--- src/hdl/dtc_map.svh ---
// register map, field positions and reset values for the dual timer/counter
`ifndef DTC_MAP_SVH
`define DTC_MAP_SVH
`define DTC_ADDR_MODE     8'h89
`define DTC_ADDR_CTRL     8'h88
`define DTC_ADDR_ZERO_LOW  8'h8A
`define DTC_ADDR_ONE_LOW   8'h8B
`define DTC_ADDR_ZERO_HIGH 8'h8C
`define DTC_ADDR_ONE_HIGH  8'h8D
`define DTC_MODE_RESET    8'h00
`define DTC_CTRL_RESET    8'h00
`define DTC_BYTE_RESET    8'h00
`define DTC_BIT_ONE_GATE    7
`define DTC_BIT_ONE_SRC     6
`define DTC_BIT_ONE_MODE_H  5
`define DTC_BIT_ONE_MODE_L  4
`define DTC_BIT_ZERO_GATE   3
`define DTC_BIT_ZERO_SRC    2
`define DTC_BIT_ZERO_MODE_H 1
`define DTC_BIT_ZERO_MODE_L 0
`define DTC_BIT_ONE_OVF     7
`define DTC_BIT_ONE_RUN     6
`define DTC_BIT_ZERO_OVF    5
`define DTC_BIT_ZERO_RUN    4
`define DTC_PRESCALE_MAX  5'h1F
`define DTC_BYTE_MAX      8'hFF
`endif

--- src/hdl/dtc_pkg.sv ---
// types shared by the dual timer/counter files
`default_nettype none
package dtc_pkg;
	typedef enum logic [1:0] {
		DTC_MODE_THIRTEEN = 2'b00,
		DTC_MODE_SIXTEEN  = 2'b01,
		DTC_MODE_RELOAD   = 2'b10,
		DTC_MODE_SPLIT    = 2'b11
	} dtc_mode_e;
	typedef struct packed {
		logic       gate;
		logic       source;
		dtc_mode_e  mode;
	} dtc_cfg_s;
	typedef struct packed {
		logic       count_pin;
		logic       gate_pin;
	} dtc_pins_s;
endpackage
`default_nettype wire

--- src/hdl/dtc_pin_sync.sv ---
// three-stage synchroniser with agreement filter and falling-edge detect
`default_nettype none
module dtc_pin_sync #(
	parameter int WIDTH = 2
) (
	input  wire logic             clk,
	input  wire logic             rst_b,
	input  wire logic [WIDTH-1:0] pin,
	output logic      [WIDTH-1:0] level,
	output logic      [WIDTH-1:0] fall
);
	logic [WIDTH-1:0] stage_a;
	logic [WIDTH-1:0] stage_b;
	logic [WIDTH-1:0] stage_c;

	// refuse a width that leaves no pin to watch
	if (WIDTH < 1) begin : g_width_check
		$error("dtc_pin_sync: WIDTH must be at least 1");
	end

	// first stage feeds only the second, to keep metastability contained
	always_ff @(posedge clk or negedge rst_b) begin
		if (!rst_b) begin
			stage_a <= '0;
			stage_b <= '0;
			stage_c <= '0;
		end else begin
			stage_a <= pin;
			stage_b <= stage_a;
			stage_c <= stage_b;
		end
	end

	// a level counts once stages two and three agree
	always_ff @(posedge clk or negedge rst_b) begin
		if (!rst_b) begin
			level <= '0;
			fall  <= '0;
		end else begin
			for (int i = 0; i < WIDTH; i++) begin
				fall[i] <= 1'b0;
				if (stage_b[i] == stage_c[i]) begin
					level[i] <= stage_c[i];
					fall[i]  <= level[i] & ~stage_c[i]; // high sample then low sample
				end
			end
		end
	end
endmodule
`default_nettype wire

--- src/hdl/dtc_timer_pair.sv ---
// dual timer/counter: mode, control and count byte registers on the sfr port
//
// Notes on behaviour
// - timer operation adds one to the low byte every core clock.
// - counter operation counts a high sample followed by a low sample.
// - a pin falling edge needs four core clocks, two samples a level, so quarter-rate maximum.
// - timer one gate bit makes its gate pin qualify the run bit.
// - timer one source bit picks pin edges or core clocks.
// - mode 00 is high byte behind a five-bit low-byte prescaler.
// - mode 01 cascades both bytes into one sixteen-bit counter.
// - mode 10 counts low byte, reloading it from high byte on overflow.
// - timer one in mode 11 holds its count registers still.
// - timer zero mode 11 splits; high byte timed under timer one run.
// - timer zero gate bit makes its gate pin qualify the run bit.
// - timer zero source bit picks pin edges or core clocks.
// - mode register at 89h, resets to zero, whole-byte access only.
// - overflow flags set on overflow, cleared on vector acknowledge.
// - run bits in control register are set and cleared by software.
// - thirteen-bit count ignores the upper three low-byte bits.
// - reload leaves high byte alone; run does not clear counts.
`include "dtc_map.svh"
`default_nettype none
module dtc_timer_pair (
	// clock and reset
	input  wire logic                 MCLK,
	input  wire logic                 RST_B,
	// special-function register port
	input  wire logic [7:0]           SFR_ADDR,
	input  wire logic                 SFR_WR,
	input  wire logic [7:0]           SFR_WDATA,
	input  wire logic                 SFR_RD,
	output logic      [7:0]           SFR_RDATA,
	output logic                      SFR_HIT,
	// interrupt vector acknowledge
	input  wire logic                 ACK_ZERO,
	input  wire logic                 ACK_ONE,
	// external pins, asynchronous
	input  wire dtc_pkg::dtc_pins_s   PINS_ZERO,
	input  wire dtc_pkg::dtc_pins_s   PINS_ONE,
	// overflow flags towards the interrupt controller
	output logic                      TIMER_ZERO_OVERFLOW,
	output logic                      TIMER_ONE_OVERFLOW
);
	import dtc_pkg::*;

	logic [7:0] timer_mode_config;
	logic [7:0] timer_control_flags;
	logic [7:0] timer_zero_low_byte;
	logic [7:0] timer_zero_high_byte;
	logic [7:0] timer_one_low_byte;
	logic [7:0] timer_one_high_byte;
	dtc_cfg_s   cfg_zero;
	dtc_cfg_s   cfg_one;
	logic [3:0] pin_level;
	logic [3:0] pin_fall;
	logic       timer_zero_run;
	logic       timer_one_run;
	logic       tick_zero;
	logic       tick_one;
	logic       tick_zero_high;
	logic       wr_mode;
	logic       wr_ctrl;
	logic       wr_t0l;
	logic       wr_t0h;
	logic       wr_t1l;
	logic       wr_t1h;
	logic [7:0] next_t0l;
	logic [7:0] next_t0h;
	logic [7:0] next_t1l;
	logic [7:0] next_t1h;
	logic       ovf_zero;
	logic       ovf_one;
	logic       ovf_split;

	// address decode, used for the write strobes; the read mux decodes with a case
	function automatic logic hit(input logic [7:0] a, input logic [7:0] r);
		return a == r;
	endfunction

	// ---------------------------------------------------------------
	// pin synchronisers
	// ---------------------------------------------------------------
	// order: count zero, gate zero, count one, gate one
	dtc_pin_sync #(
		.WIDTH (4)
	) u_sync (
		.clk   (MCLK),
		.rst_b (RST_B),
		.pin   ({PINS_ONE.gate_pin, PINS_ONE.count_pin, PINS_ZERO.gate_pin, PINS_ZERO.count_pin}),
		.level (pin_level),
		.fall  (pin_fall)
	);

	// ---------------------------------------------------------------
	// register writes
	// ---------------------------------------------------------------
	assign wr_mode = SFR_WR & hit(SFR_ADDR, `DTC_ADDR_MODE);
	assign wr_ctrl = SFR_WR & hit(SFR_ADDR, `DTC_ADDR_CTRL);
	assign wr_t0l  = SFR_WR & hit(SFR_ADDR, `DTC_ADDR_ZERO_LOW);
	assign wr_t0h  = SFR_WR & hit(SFR_ADDR, `DTC_ADDR_ZERO_HIGH);
	assign wr_t1l  = SFR_WR & hit(SFR_ADDR, `DTC_ADDR_ONE_LOW);
	assign wr_t1h  = SFR_WR & hit(SFR_ADDR, `DTC_ADDR_ONE_HIGH);

	// mode register: byte-wide only, no bit addressing exists on this port
	always_ff @(posedge MCLK or negedge RST_B) begin
		if (!RST_B) begin
			timer_mode_config <= `DTC_MODE_RESET;
		end else if (wr_mode) begin
			timer_mode_config <= SFR_WDATA;
		end
	end

	assign cfg_zero = dtc_cfg_s'({timer_mode_config[`DTC_BIT_ZERO_GATE], timer_mode_config[`DTC_BIT_ZERO_SRC],
		timer_mode_config[`DTC_BIT_ZERO_MODE_H], timer_mode_config[`DTC_BIT_ZERO_MODE_L]});
	assign cfg_one  = dtc_cfg_s'({timer_mode_config[`DTC_BIT_ONE_GATE], timer_mode_config[`DTC_BIT_ONE_SRC],
		timer_mode_config[`DTC_BIT_ONE_MODE_H], timer_mode_config[`DTC_BIT_ONE_MODE_L]});

	// control register: run bits by software, overflow flags by hardware;
	// a hardware set beats a same-cycle clear so no overflow is lost
	always_ff @(posedge MCLK or negedge RST_B) begin
		if (!RST_B) begin
			timer_control_flags <= `DTC_CTRL_RESET;
		end else begin
			if (wr_ctrl) begin
				timer_control_flags <= SFR_WDATA;
			end
			if (ACK_ZERO) begin
				timer_control_flags[`DTC_BIT_ZERO_OVF] <= 1'b0;
			end
			if (ACK_ONE) begin
				timer_control_flags[`DTC_BIT_ONE_OVF] <= 1'b0;
			end
			if (ovf_zero) begin
				timer_control_flags[`DTC_BIT_ZERO_OVF] <= 1'b1;
			end
			if (ovf_one | ovf_split) begin
				timer_control_flags[`DTC_BIT_ONE_OVF] <= 1'b1;
			end
		end
	end

	assign timer_zero_run = timer_control_flags[`DTC_BIT_ZERO_RUN];
	assign timer_one_run  = timer_control_flags[`DTC_BIT_ONE_RUN];

	// ---------------------------------------------------------------
	// count enables
	// ---------------------------------------------------------------
	// gate pin qualifies the run bit only when gating is selected
	always_comb begin
		tick_zero = timer_zero_run & (~cfg_zero.gate | pin_level[1]);
		tick_zero = tick_zero & (cfg_zero.source ? pin_fall[0] : 1'b1);
		tick_one  = timer_one_run & (~cfg_one.gate | pin_level[3]);
		tick_one  = tick_one & (cfg_one.source ? pin_fall[2] : 1'b1);
		// split mode borrows timer one's run bit for the zero high byte
		tick_zero_high = timer_one_run;
	end

	// ---------------------------------------------------------------
	// timer zero next values
	// ---------------------------------------------------------------
	always_comb begin
		next_t0l = timer_zero_low_byte;
		next_t0h = timer_zero_high_byte;
		ovf_zero = 1'b0;
		unique case (cfg_zero.mode)
			DTC_MODE_THIRTEEN: begin
				if (tick_zero) begin
					// upper three low bits are left as they stand
					next_t0l[4:0] = timer_zero_low_byte[4:0] + 5'h01;
					if (timer_zero_low_byte[4:0] == `DTC_PRESCALE_MAX) begin
						next_t0h = timer_zero_high_byte + 8'h01;
						ovf_zero = (timer_zero_high_byte == `DTC_BYTE_MAX);
					end
				end
			end
			DTC_MODE_SIXTEEN: begin
				if (tick_zero) begin
					{next_t0h, next_t0l} = {timer_zero_high_byte, timer_zero_low_byte} + 16'h0001;
					ovf_zero = ({timer_zero_high_byte, timer_zero_low_byte} == 16'hFFFF);
				end
			end
			DTC_MODE_RELOAD: begin
				if (tick_zero) begin
					if (timer_zero_low_byte == `DTC_BYTE_MAX) begin
						next_t0l = timer_zero_high_byte;
						ovf_zero = 1'b1;
					end else begin
						next_t0l = timer_zero_low_byte + 8'h01;
					end
				end
			end
			DTC_MODE_SPLIT: begin
				if (tick_zero) begin
					next_t0l = timer_zero_low_byte + 8'h01;
					ovf_zero = (timer_zero_low_byte == `DTC_BYTE_MAX);
				end
				if (tick_zero_high) begin
					next_t0h = timer_zero_high_byte + 8'h01;
				end
			end
		endcase
	end

	// ---------------------------------------------------------------
	// timer one next values
	// ---------------------------------------------------------------
	always_comb begin
		next_t1l = timer_one_low_byte;
		next_t1h = timer_one_high_byte;
		ovf_one  = 1'b0;
		unique case (cfg_one.mode)
			DTC_MODE_THIRTEEN: begin
				if (tick_one) begin
					next_t1l[4:0] = timer_one_low_byte[4:0] + 5'h01;
					if (timer_one_low_byte[4:0] == `DTC_PRESCALE_MAX) begin
						next_t1h = timer_one_high_byte + 8'h01;
						ovf_one  = (timer_one_high_byte == `DTC_BYTE_MAX);
					end
				end
			end
			DTC_MODE_SIXTEEN: begin
				if (tick_one) begin
					{next_t1h, next_t1l} = {timer_one_high_byte, timer_one_low_byte} + 16'h0001;
					ovf_one = ({timer_one_high_byte, timer_one_low_byte} == 16'hFFFF);
				end
			end
			DTC_MODE_RELOAD: begin
				if (tick_one) begin
					if (timer_one_low_byte == `DTC_BYTE_MAX) begin
						next_t1l = timer_one_high_byte;
						ovf_one  = 1'b1;
					end else begin
						next_t1l = timer_one_low_byte + 8'h01;
					end
				end
			end
			DTC_MODE_SPLIT: begin
				// stopped: both bytes hold
				next_t1l = timer_one_low_byte;
				next_t1h = timer_one_high_byte;
			end
		endcase
	end

	// in split mode timer zero's high byte overflow sets timer one's flag
	assign ovf_split = (cfg_zero.mode == DTC_MODE_SPLIT) & tick_zero_high
		& (timer_zero_high_byte == `DTC_BYTE_MAX);

	// ---------------------------------------------------------------
	// count byte registers
	// ---------------------------------------------------------------
	// software writes override the count; run bits never clear counts
	always_ff @(posedge MCLK or negedge RST_B) begin
		if (!RST_B) begin
			timer_zero_low_byte  <= `DTC_BYTE_RESET;
			timer_zero_high_byte <= `DTC_BYTE_RESET;
		end else begin
			timer_zero_low_byte  <= wr_t0l ? SFR_WDATA : next_t0l;
			timer_zero_high_byte <= wr_t0h ? SFR_WDATA : next_t0h;
		end
	end

	always_ff @(posedge MCLK or negedge RST_B) begin
		if (!RST_B) begin
			timer_one_low_byte  <= `DTC_BYTE_RESET;
			timer_one_high_byte <= `DTC_BYTE_RESET;
		end else begin
			timer_one_low_byte  <= wr_t1l ? SFR_WDATA : next_t1l;
			timer_one_high_byte <= wr_t1h ? SFR_WDATA : next_t1h;
		end
	end

	// ---------------------------------------------------------------
	// read path
	// ---------------------------------------------------------------
	// read data registered; unmapped addresses read zero with no hit
	always_ff @(posedge MCLK or negedge RST_B) begin
		if (!RST_B) begin
			SFR_RDATA <= 8'h00;
			SFR_HIT   <= 1'b0;
		end else begin
			SFR_HIT   <= 1'b0;
			SFR_RDATA <= 8'h00;
			if (SFR_RD) begin
				SFR_HIT <= 1'b1;
				unique case (SFR_ADDR)
					`DTC_ADDR_MODE:    SFR_RDATA <= timer_mode_config;
					`DTC_ADDR_CTRL:    SFR_RDATA <= timer_control_flags;
					`DTC_ADDR_ZERO_LOW:  SFR_RDATA <= timer_zero_low_byte;
					`DTC_ADDR_ZERO_HIGH: SFR_RDATA <= timer_zero_high_byte;
					`DTC_ADDR_ONE_LOW:   SFR_RDATA <= timer_one_low_byte;
					`DTC_ADDR_ONE_HIGH:  SFR_RDATA <= timer_one_high_byte;
					default:           SFR_HIT   <= 1'b0;
				endcase
			end
		end
	end

	assign TIMER_ZERO_OVERFLOW = timer_control_flags[`DTC_BIT_ZERO_OVF];
	assign TIMER_ONE_OVERFLOW  = timer_control_flags[`DTC_BIT_ONE_OVF];
endmodule
`default_nettype wire

--- config.mk ---
export PLATFORM = sky130hd
export DESIGN_NAME = dtc_timer_pair
export DESIGN_NICKNAME = d
export VERILOG_FILES = /design/src/hdl/dtc_pkg.sv /design/src/hdl/dtc_pin_sync.sv /design/src/hdl/dtc_timer_pair.sv
export VERILOG_INCLUDE_DIRS = /design/src /design/src/hdl
export SDC_FILE = /design/constraint.sdc
export NUM_CORES = 1
export LEC_CHECK = 0
export ABC_CLOCK_PERIOD_IN_PS = 4500
export BUFFER_PORTS_ARGS = -buffer_cell sky130_fd_sc_hd__clkbuf_2
export CORE_ASPECT_RATIO = 1.2
export CORE_UTILIZATION = 40
export DETAILED_ROUTE_END_ITERATION = 6
export GPL_TIMING_DRIVEN = 0
export SLEW_MARGIN = 15
export SYNTH_ARGS = -nofsm -noshare
export SYNTH_HDL_FRONTEND = slang
export SYNTH_SLANG_ARGS = --single-unit
--- constraint.sdc ---
create_clock -name MCLK -period 4.5 [get_ports MCLK]
set_input_delay 0.45 -clock MCLK [delete_from_list [all_inputs] [get_ports MCLK]]
set_output_delay 0.45 -clock MCLK [all_outputs]
set_load 0.1 [all_outputs]
==> results.sh, run 1 <==
export IMPL_status="finished, violations left"
export IMPL_violations="design-rule violations"
export IMPL_io_pins=37
export IMPL_cts_tree="yes"
export IMPL_vias=3785
export IMPL_cts_buffers=9
export IMPL_syn_to_final_growth_pct=15.0
export IMPL_post_cts_resized=0
export IMPL_first_pass_iters=7
export IMPL_avgSynthCellArea_um2=9.36
export IMPL_cts_sinks=75
export IMPL_synth_top_area_share_pct=42.5
export IMPL_start_kind="register"
export IMPL_power_density_nw_per_um2=464
export IMPL_cap_violations=0
export IMPL_drive_above_1_share_pct=19.1
export IMPL_dieArea_um2=11500
export IMPL_antenna_found_initial=0
export IMPL_place_area_um2=4780
export IMPL_synth_nets=512
export IMPL_setup_viol=0
export IMPL_clockRootBuffer="clkbuf_16"
export IMPL_leakagePower_uw=0.00219
export IMPL_yosys_register_bits=75
export IMPL_rrSetupSlack_ns=1.97
export IMPL_start_util_pct=41.6
export IMPL_cp_top_family="simple AND/OR/NAND/NOR gates"
export IMPL_cts_hold_fix_buffers=0
export IMPL_track_usage_pct=23.6
export IMPL_finalSetupTns_ns=0
export IMPL_fp_row_count=41
export IMPL_synthCells=472
export IMPL_fin_nets=558
export IMPL_hold_viol_final=0
export IMPL_max_slew_margin_rel_pct=61.3
export IMPL_final_area_um2=5080
export IMPL_criticalPathCategory="register to register"
export IMPL_grt_pass1_wl_um=20200
export IMPL_hold_path_class="primary input to asynchronous set/reset pin"
export IMPL_clk_latency_ns=0.34
export IMPL_ir_drop_v=0.000226
export IMPL_tightest_slew_ns=0.578
export IMPL_ctsHtreeMaxLevel=3
export IMPL_detail_route_vias_per_cell=5.81
export IMPL_critical_path_slowest_cell="or4_1"
export IMPL_netlist_area_um2=4420
export IMPL_grt_overflow=0
export IMPL_synth_edf_count=0
export IMPL_cpPeakStageDelay_ns=0.43
export IMPL_slew_viol_final=0
export IMPL_post_dp_hpwl_um=9380
export IMPL_crit_arrival_ns=2.81
export IMPL_clockBufferDepth=2
export IMPL_routedWlPerCell_um=19.1
export IMPL_max_clock_freq_ghz=0.395
export IMPL_drt_iter0_markers=254
export IMPL_rsz0062_at_grt="no"
export IMPL_async_reset_ff_share_pct=100
export IMPL_min_period_ns=2.53
export IMPL_gp_congestion=0.881
export IMPL_grt_max_degree=54
export IMPL_finClkSkew_ns=0.0135
export IMPL_synth_largest_area_cell="dfrtp_1"
export IMPL_synth_cell_types=53
export IMPL_synth_top_flop_cell="dfrtp_1"
export IMPL_finalWirelength_um=12500
export IMPL_end_kind="register"
export IMPL_portBuffers=34
export IMPL_layout_commonest_cell="dfrtp_1"
export IMPL_grt_pass1_vias=3706
export IMPL_r2r_end="timer_zero_high_byte[5]$_DFFE_PN0P_"
export IMPL_crit_buf_inv=1
export IMPL_required_ns=4.78
export IMPL_yosys_warnings=0
export IMPL_rr_worst_depth=9
export IMPL_final_cell_mix="dfrtp_1 (75), nand2_1 (54), o21ai_0 (45)"
export IMPL_die_w_um=97.9
export IMPL_clk_pin_slew_ns=0.06
export IMPL_r2r_start="timer_zero_low_byte[1]$_DFFE_PN0P_"
export IMPL_drtAntennaViolNets=0
export IMPL_crit_chain="ha_1 -> and3_1 -> buf_2 -> ha_1 -> a41oi_1 -> nor2_1 -> nand3_1 -> or4_1 -> nand3_1"
export IMPL_synthTopCellsByArea="dfrtp_1 (42%), mux2_2 (5.1%), o21ai_0 (5.1%)"
export IMPL_antenna_cells=0
export IMPL_drc_errors=4
export IMPL_cp_max_fo=8
export IMPL_die_h_um=117
export IMPL_fin_crit_sh_pct=56.3
export IMPL_ys_seq_area_share_pct=42.5
export IMPL_post_cts_setup_buffers=0
export IMPL_core_region_area_um2=10600
how the worst max path moves through the flow:
stage / startpoint / end / cells after the start
3_3_place_gp: timer_zero_low_byte[1]$_DFFE_PN0P_ / timer_zero_high_byte[5]$_DFFE_PN0P_ / 9
3_5_place_dp: timer_zero_low_byte[1]$_DFFE_PN0P_ / timer_zero_high_byte[5]$_DFFE_PN0P_ / 9
5_1_grt: timer_zero_low_byte[1]$_DFFE_PN0P_ / timer_zero_high_byte[5]$_DFFE_PN0P_ / 9
4_1_cts: timer_zero_low_byte[1]$_DFFE_PN0P_ / timer_zero_high_byte[5]$_DFFE_PN0P_ / 9
6_report: timer_zero_low_byte[1]$_DFFE_PN0P_ / timer_zero_high_byte[5]$_DFFE_PN0P_ / 9
2_1_floorplan: timer_one_low_byte[0]$_DFFE_PN0P_ / timer_one_high_byte[4]$_DFFE_PN0P_ / 10
flip-flops by register name, summed over array words and instances (netlist names), 8 cells and up:
register,cells
SFR_RDATA,8
timer_control_flags,8
timer_mode_config,8
timer_one_high_byte,8
timer_one_low_byte,8
timer_zero_high_byte,8
timer_zero_low_byte,8
metal layers:
metal / global-route usage (%) / vias to the layer above / routed length, um
met3: 5.17 / 31 / 770
met4: 11.2 / 0 / 446
met5: 0 / - / 0
met2: 36.9 / 118 / 5640
li1: - / 1808 / -
met1: 31.4 / 1828 / 5610
final cells by class:
cell class	count	area (um2)
Buffer	24	106
Clock buffer	10	229
Clock inverter	6	71.3
Fill cell	1040	5540
Inverter	10	37.5
Multi-Input combinational cell	363	2400
Sequential cell	75	1880
Tap cell	129	161
Timing Repair Buffer	35	200
power by group:
group	leakage [uW]	switching, uW	total (uW)	internal, uW
Clock	0.000140	300	735	434
Sequential	0.000885	198	983	785
Combinational	0.00116	346	638	292
Total	0.00219	845	2360	1510
metrics by stage:
stage | setup slack [ns] | hold slack (ns) | power (uW) | util [%] | cells
CTS | 1.95 | 0.0485 | 2360 | 47.8 | 652
finish | 1.97 | 0.0372 | 2360 | 47.8 | 652
detailed placement | 1.97 | 0.342 | 1620 | 45.0 | 636
global route | 1.77 | 0.0663 | 2500 | 47.8 | 652
floorplan | 2.28 | 0.154 | 1390 | - | 472
global placement | 2.03 | 0.332 | 1600 | 44.7 | 635
cells in the mapped netlist, types with 3 or more instances:
cell type	instances
buf_2	13
nor2_1	39
a22oi_1	8
a21o_1	3
nand2_1	54
mux2_2	20
xor2_1	14
dfrtp_1	75
mux2i_1	10
and2_1	3
clkbuf_1	9
nand4_1	8
a31oi_1	3
a221o_2	4
inv_1	10
a211oi_1	4
o31ai_1	6
ha_1	14
xnor2_1	5
nand3_1	28
a21oi_1	19
maj3_1	4
and4_1	7
o22ai_1	3
o21ai_0	45
and3_1	14
nor3_1	6
nand2b_1	7
a32oi_1	3
nor4b_4	3
logic make-up after synthesis:
| logic type | share of synthesized area (%) |
|---|---|
| and+or+nand+nor | 22.5 |
| AOI/OAI and AO/OA | 15.8 |
| DFF | 42.5 |
| muxes | 7.36 |
| xor gates and xnor gates | 3.77 |
| adders and majority gates | 4.87 |
| buffers and inverters | 3.26 |
Power figures use the tool's default switching activity.
==> inputs of run 2 (changes only) <==
ABC_CLOCK_PERIOD_IN_PS = 2600   (was 4500)
clock period = 2.6 ns   (was 4.5 ns; I/O delays follow)
==> run 2 against run 1 <==
Compared with the run above:
- largest cell class unchanged
- worst hold slack lost 0.017 ns
- largest power group unchanged
- first-iteration DRC count is 1.6% lower
- the run still ends with design-rule violations left
- register-to-register slack worse by 1.8 ns
- clock skew fell by 0.0011 ns
- power grew 73%
- flip-flop and latch count unchanged
- critical path type unchanged
==> results.sh, run 2 (synthesis results as in run 1) <==
export IMPL_status="finished, violations left"
export IMPL_violations="design-rule violations"
export IMPL_cp_endpoint="timer_zero_high_byte[5]$_DFFE_PN0P_"
export IMPL_antenna_cells=0
export IMPL_finalWirelength_um=12500
export IMPL_routedWlPerCell_um=19.2
export IMPL_leakagePower_uw=0.00219
export IMPL_ctsHtreeMaxLevel=3
export IMPL_fin_nets=559
export IMPL_finClkSkew_ns=0.0124
export IMPL_post_dp_hpwl_um=9380
export IMPL_hold_depth=1
export IMPL_grt_pass1_vias=3706
export IMPL_gp_congestion=0.881
export IMPL_final_util_pct=48.0
export IMPL_start_util_pct=41.6
export IMPL_vias=3800
export IMPL_cp_startpoint="timer_zero_low_byte[1]$_DFFE_PN0P_"
export IMPL_final_cell_mix="dfrtp_1 (74), nand2_1 (54), o21ai_0 (45)"
export IMPL_required_ns=2.88
export IMPL_grt_overflow=0
export IMPL_r2r_end="timer_zero_high_byte[5]$_DFFE_PN0P_"
export IMPL_max_clock_freq_ghz=0.416
export IMPL_cts_tree="yes"
export IMPL_drc_errors=4
export IMPL_drive_above_1_share_pct=19.7
export IMPL_ir_drop_v=0.000393
export IMPL_layout_commonest_cell="dfrtp_1"
export IMPL_slew_viol_final=0
export IMPL_min_period_ns=2.41
export IMPL_track_usage_pct=23.6
export IMPL_first_pass_iters=7
export IMPL_fin_crit_sh_pct=92.6
export IMPL_criticalPathCategory="register to register"
export IMPL_drtAntennaViolNets=0
export IMPL_fp_row_count=41
export IMPL_cts_sinks=75
export IMPL_end_kind="register"
export IMPL_finalSetupTns_ns=0
export IMPL_tightest_slew_ns=0.593
export IMPL_r2r_start="timer_zero_low_byte[1]$_DFFE_PN0P_"
export IMPL_rsz0062_at_grt="no"
export IMPL_detail_route_vias_per_cell=5.82
export IMPL_rrSetupSlack_ns=0.19
export IMPL_setup_viol=0
export IMPL_power_density_nw_per_um2=802
export IMPL_cp_max_fo=8
export IMPL_grt_pass1_wl_um=20200
export IMPL_die_h_um=117
export IMPL_clockRootBuffer="clkbuf_16"
export IMPL_clk_pin_slew_ns=0.06
export IMPL_syn_to_final_growth_pct=15.3
export IMPL_die_w_um=97.9
export IMPL_clk_latency_ns=0.34
export IMPL_dieArea_um2=11500
export IMPL_portBuffers=34
export IMPL_hold_path_class="primary input to register"
export IMPL_io_pins=37
export IMPL_grt_max_degree=54
export IMPL_core_region_area_um2=10600
export IMPL_cts_buffers=9
export IMPL_clockBufferDepth=2
export IMPL_max_slew_margin_rel_pct=60.3
export IMPL_cap_violations=0
export IMPL_start_kind="register"
export IMPL_drt_iter0_markers=250
export IMPL_hold_viol_final=0
export IMPL_crit_arrival_ns=2.68
export IMPL_antenna_found_initial=0
export IMPL_rr_worst_depth=9
run 2: changes by cell type in the layout (fill, tap and decap cells not counted):
| cell | before | now |
|---|---|---|
| dlygate4sd3_1 | 0 | 1 |
| ha_2 | 0 | 1 |
| nor2_1 | 39 | 38 |
| nor2_2 | 0 | 1 |
| dfrtp_1 | 75 | 74 |
| dfrtp_2 | 0 | 1 |
| ha_1 | 14 | 13 |
run 2: per-stage QoR:
stage | setup slack (ns) | cell area (um2) | std cells | total power [uW] | hold WS [ns]
after floorplan | 0.381 | 4420 | 472 | 2410 | -0.0356
after detailed placement | 0.0705 | 4780 | 636 | 2800 | 0.220
after global routing | 0.00487 | 5100 | 653 | 4330 | 0.00868
after global placement | 0.127 | 4750 | 635 | 2760 | 0.332
after CTS | 0.0496 | 5090 | 653 | 4080 | 0.0148
final | 0.193 | 5100 | 653 | 4090 | 0.0199
run 2: repair_timing:
| action | in CTS | in global routing |
|---|---|---|
| hold buffers | 1 | 0 |
| setup endpoints to repair | 0 | 4 |
| setup buffers | 0 | 0 |
| resized for setup | 0 | 3 |
| endpoints found under the hold margin | 22 | 0 |
run 2: power by group:
group	internal (uW)	leakage, uW	switching, uW
Combinational	511	0.00117	602
Sequential	1360	0.000884	343
Clock	752	0.000140	517
run 2: worst min path at each step:
stage                                                      to  slack, ns                        start
after detailed placement  timer_zero_high_byte[5]$_DFFE_PN0P_       0.22                        RST_B
after global placement            u_sync.stage_b[3]$_DFF_PN0_       0.33  u_sync.stage_a[3]$_DFF_PN0_
after global routing              u_sync.stage_a[3]$_DFF_PN0_      0.009                  PINS_ONE[0]
final                             u_sync.stage_a[2]$_DFF_PN0_       0.02                  PINS_ONE[1]
after floorplan                             SFR_HIT$_DFF_PN0_      -0.04                        RST_B
after CTS                         u_sync.stage_a[3]$_DFF_PN0_       0.01                  PINS_ONE[0]
run 2: metal layers:
layer | routed length, um | up-vias | track usage (%) | part of all wire (%)
met4 | 450 | 0 | 11.2 | 3.6
met3 | 821 | 31 | 5.17 | 6.6
met1 | 5540 | 1834 | 31.4 | 44
met5 | 0 | - | 0 | 0
met2 | 5710 | 132 | 36.9 | 46
li1 | - | 1803 | - | -
run 2: area by class of cell:
cell class	instances	area, um2
well taps	129	161
plain buffers	24	106
repair buffers	36	210
multi-input cells	363	2400
clock inverters	6	71.3
fillers	1042	5520
inverters	10	37.5
clock buffers	10	229
flip-flops and latches	75	1880
run 2: worst max-delay path: stages (launching register included):
cell and delay [ns]:
dfrtp_1 0.41, ha_1 0.22, and3_1 0.16, buf_2 0.19
ha_1 0.23, a41oi_1 0.15, nor2_2 0.25, nand3_1 0.21
or4_1 0.43, nand3_1 0.10
==> inputs of run 3 (changes only) <==
ABC_CLOCK_PERIOD_IN_PS = 2000   (was 2600)
CTS_BUF_LIST = sky130_fd_sc_hd__clkbuf_4   (was default)
clock period = 2 ns   (was 2.6 ns; I/O delays follow)
==> run 3 against run 2 <==
Compared with the run above:
- the run ends with design-rule violations, negative setup slack left
- routed wire length increased by 4.5%
- die area unchanged
- core utilization increased by 3.8 points
- via count increased by 6.2%
- count of clock-buffer cells in the layout unchanged
- final area increased by 8.0%
- clock skew increased by 0.0036 ns
- setup slack got worse by 0.24 ns
- flip-flop and latch count unchanged
- sequential power increased by 30%
- first-iteration DRC count increased by 46%
- critical path type unchanged
- largest cell class unchanged
- largest power group unchanged
==> results.sh, run 3 (synthesis results as in run 1) <==
export IMPL_slew_viol_final=0
export IMPL_die_h_um=117
export IMPL_use_met3_pct=4.22
export IMPL_grt_overflow=0
export IMPL_track_usage_pct=23.5
export IMPL_leakagePower_uw=0.00231
export IMPL_use_met2_pct=37.0
export IMPL_drtAntennaViolNets=0
export IMPL_required_ns=2.32
export IMPL_fin_nets=594
export IMPL_drive_above_1_share_pct=30.4
export IMPL_grt_busiest_layer="met2"
export IMPL_seqCellArea_um2=1890
export IMPL_multi_input_area_um2=2610
export IMPL_antenna_found_initial=0
export IMPL_p_sw_share_pct=37.9
export IMPL_p_seq_share_pct=42.7
export IMPL_core_region_area_um2=10600
export IMPL_setup_viol=3
export IMPL_ir_drop_v=0.000475
export IMPL_clockBufferDepth=2
export IMPL_grt_pass1_wl_um=20400
export IMPL_setup_slack_ns=-0.0491
export IMPL_clockRootBuffer="clkbuf_4"
export IMPL_status="finished, violations left"
export IMPL_p_int_uw=3210
export IMPL_start_util_pct=41.6
export IMPL_syn_to_final_growth_pct=24.5
export IMPL_routedWlPerCell_um=19.0
export IMPL_criticalPathCategory="register to register"
export IMPL_min_period_ns=2.05
export IMPL_grt_max_degree=49
export IMPL_detail_route_vias_per_cell=5.86
export IMPL_end_kind="register"
export IMPL_cp_max_fo=4
export IMPL_portBuffers=34
export IMPL_fin_crit_sh_pct=102
export IMPL_switchingPower_uw=1960
export IMPL_die_w_um=97.9
export IMPL_cap_violations=0
export IMPL_holdWs_ns=0.110
export IMPL_violations="design-rule violations, negative setup slack"
export IMPL_antenna_cells=0
export IMPL_layout_filler_cells=965
export IMPL_cts_sinks=75
export IMPL_hold_viol_final=0
export IMPL_gp_congestion=0.902
export IMPL_clk_latency_ns=0.44
export IMPL_crit_arrival_ns=2.37
export IMPL_hold_path_class="primary input to register"
export IMPL_drt_iter0_markers=366
export IMPL_rsz0062_at_grt="yes"
export IMPL_p_clk_share_pct=21.3
export IMPL_vias=4034
export IMPL_power_density_nw_per_um2=939
export IMPL_grt_use_met1_pct=30.4
export IMPL_max_clock_freq_ghz=0.488
export IMPL_fp_row_count=41
export IMPL_finalSetupTns_ns=-0.0750
export IMPL_grt_pass1_vias=3840
export IMPL_cts_buffers=9
export IMPL_tightest_slew_ns=0.578
export IMPL_first_pass_iters=6
export IMPL_finClkSkew_ns=0.0160
export IMPL_finalWirelength_um=13100
export IMPL_layout_commonest_cell="dfrtp_1"
export IMPL_post_dp_hpwl_um=9000
export IMPL_cts_tree="yes"
export IMPL_ctsHtreeMaxLevel=3
export IMPL_dieArea_um2=11500
export IMPL_max_slew_margin_rel_pct=61.3
export IMPL_clk_pin_slew_ns=0.14
export IMPL_io_pins=37
export IMPL_comb_power_share_pct=35.9
export IMPL_drc_errors=6
export IMPL_start_kind="register"
export IMPL_final_cell_mix="dfrtp_1 (68), nand2_1 (54), nor2_1 (37)"
==> run 3: metal layers <==
layer  wire, um  vias up
met3        712       44
met1       5730     1952
li1           -     1876
met4        622        0
met5          0        -
met2       6020      162
==> run 3: per-stage QoR <==
stage	setup slack (ns)	cells	power [uW]	util [%]	cell area [um2]
2_1_floorplan	-0.0519	472	3210	-	4470
3_3_place_gp	-0.266	635	3670	45.2	4800
3_5_place_dp	-0.304	636	3710	45.5	4830
4_1_cts	-0.0428	673	4960	49.4	5240
5_1_grt	-0.0942	688	5470	51.8	5500
6_report	-0.0491	688	5170	51.8	5500
==> run 3: timing repair <==
item | in CTS | in global routing
gates resized for setup | 21 | 49
buffers inserted | 17 | 16
endpoints found under the setup margin | 30 | 27
pin swaps | 11 | 23
cloned | 0 | 0
hold endpoints to repair | 33 | 0
hold buffers | 7 | 0
==> run 3: layout make-up <==
class | count | area share (%)
plain buffers | 21 | 1.98
clock inverters | 6 | 1.64
inverters | 10 | 0.773
multi-input cells | 363 | 47.4
flip-flops and latches | 75 | 34.3
clock buffers | 10 | 1.36
well taps | 129 | 2.93
repair buffers | 74 | 9.69
==> run 3: power groups by stage <==
stage / Sequential (uW) / Combinational (uW) / Clock (uW)
after global placement: 2240 / 1430 / 0
final: 2210 / 1860 / 1100
after floorplan: 2060 / 1150 / 0
after detailed placement: 2240 / 1480 / 0
after global routing: 2230 / 2060 / 1180
after CTS: 2170 / 1680 / 1110
==> run 3: final timing paths <==
check                      slack (ns)  cells after the start                               from                            endpoint
setup / recovery                -0.05                      9  timer_one_low_byte[1]$_DFFE_PN0P_  timer_one_high_byte[6]$_DFFE_PN0P_
hold / removal                   0.11                      3                       SFR_WDATA[7]  timer_zero_low_byte[7]$_DFFE_PN0P_
setup reg to reg                -0.05                      9  timer_one_low_byte[1]$_DFFE_PN0P_  timer_one_high_byte[6]$_DFFE_PN0P_
hold reg to reg                  0.37                      0        u_sync.stage_a[0]$_DFF_PN0_         u_sync.stage_b[0]$_DFF_PN0_
max in group asynchronous        1.17                      3                              RST_B    timer_mode_config[1]$_DFFE_PN0P_
min in group asynchronous        0.24                      2                              RST_B  timer_one_high_byte[1]$_DFFE_PN0P_
==> run 3: critical path: stages (launching register included) <==
cell and delay [ns]:
dfrtp_2 0.45, ha_4 0.17, and3_4 0.18, ha_4 0.16, mux2_4 0.26, and4_4 0.19, a21boi_4 0.15, nand4_1 0.12
xor2_1 0.18, o21ai_1 0.07
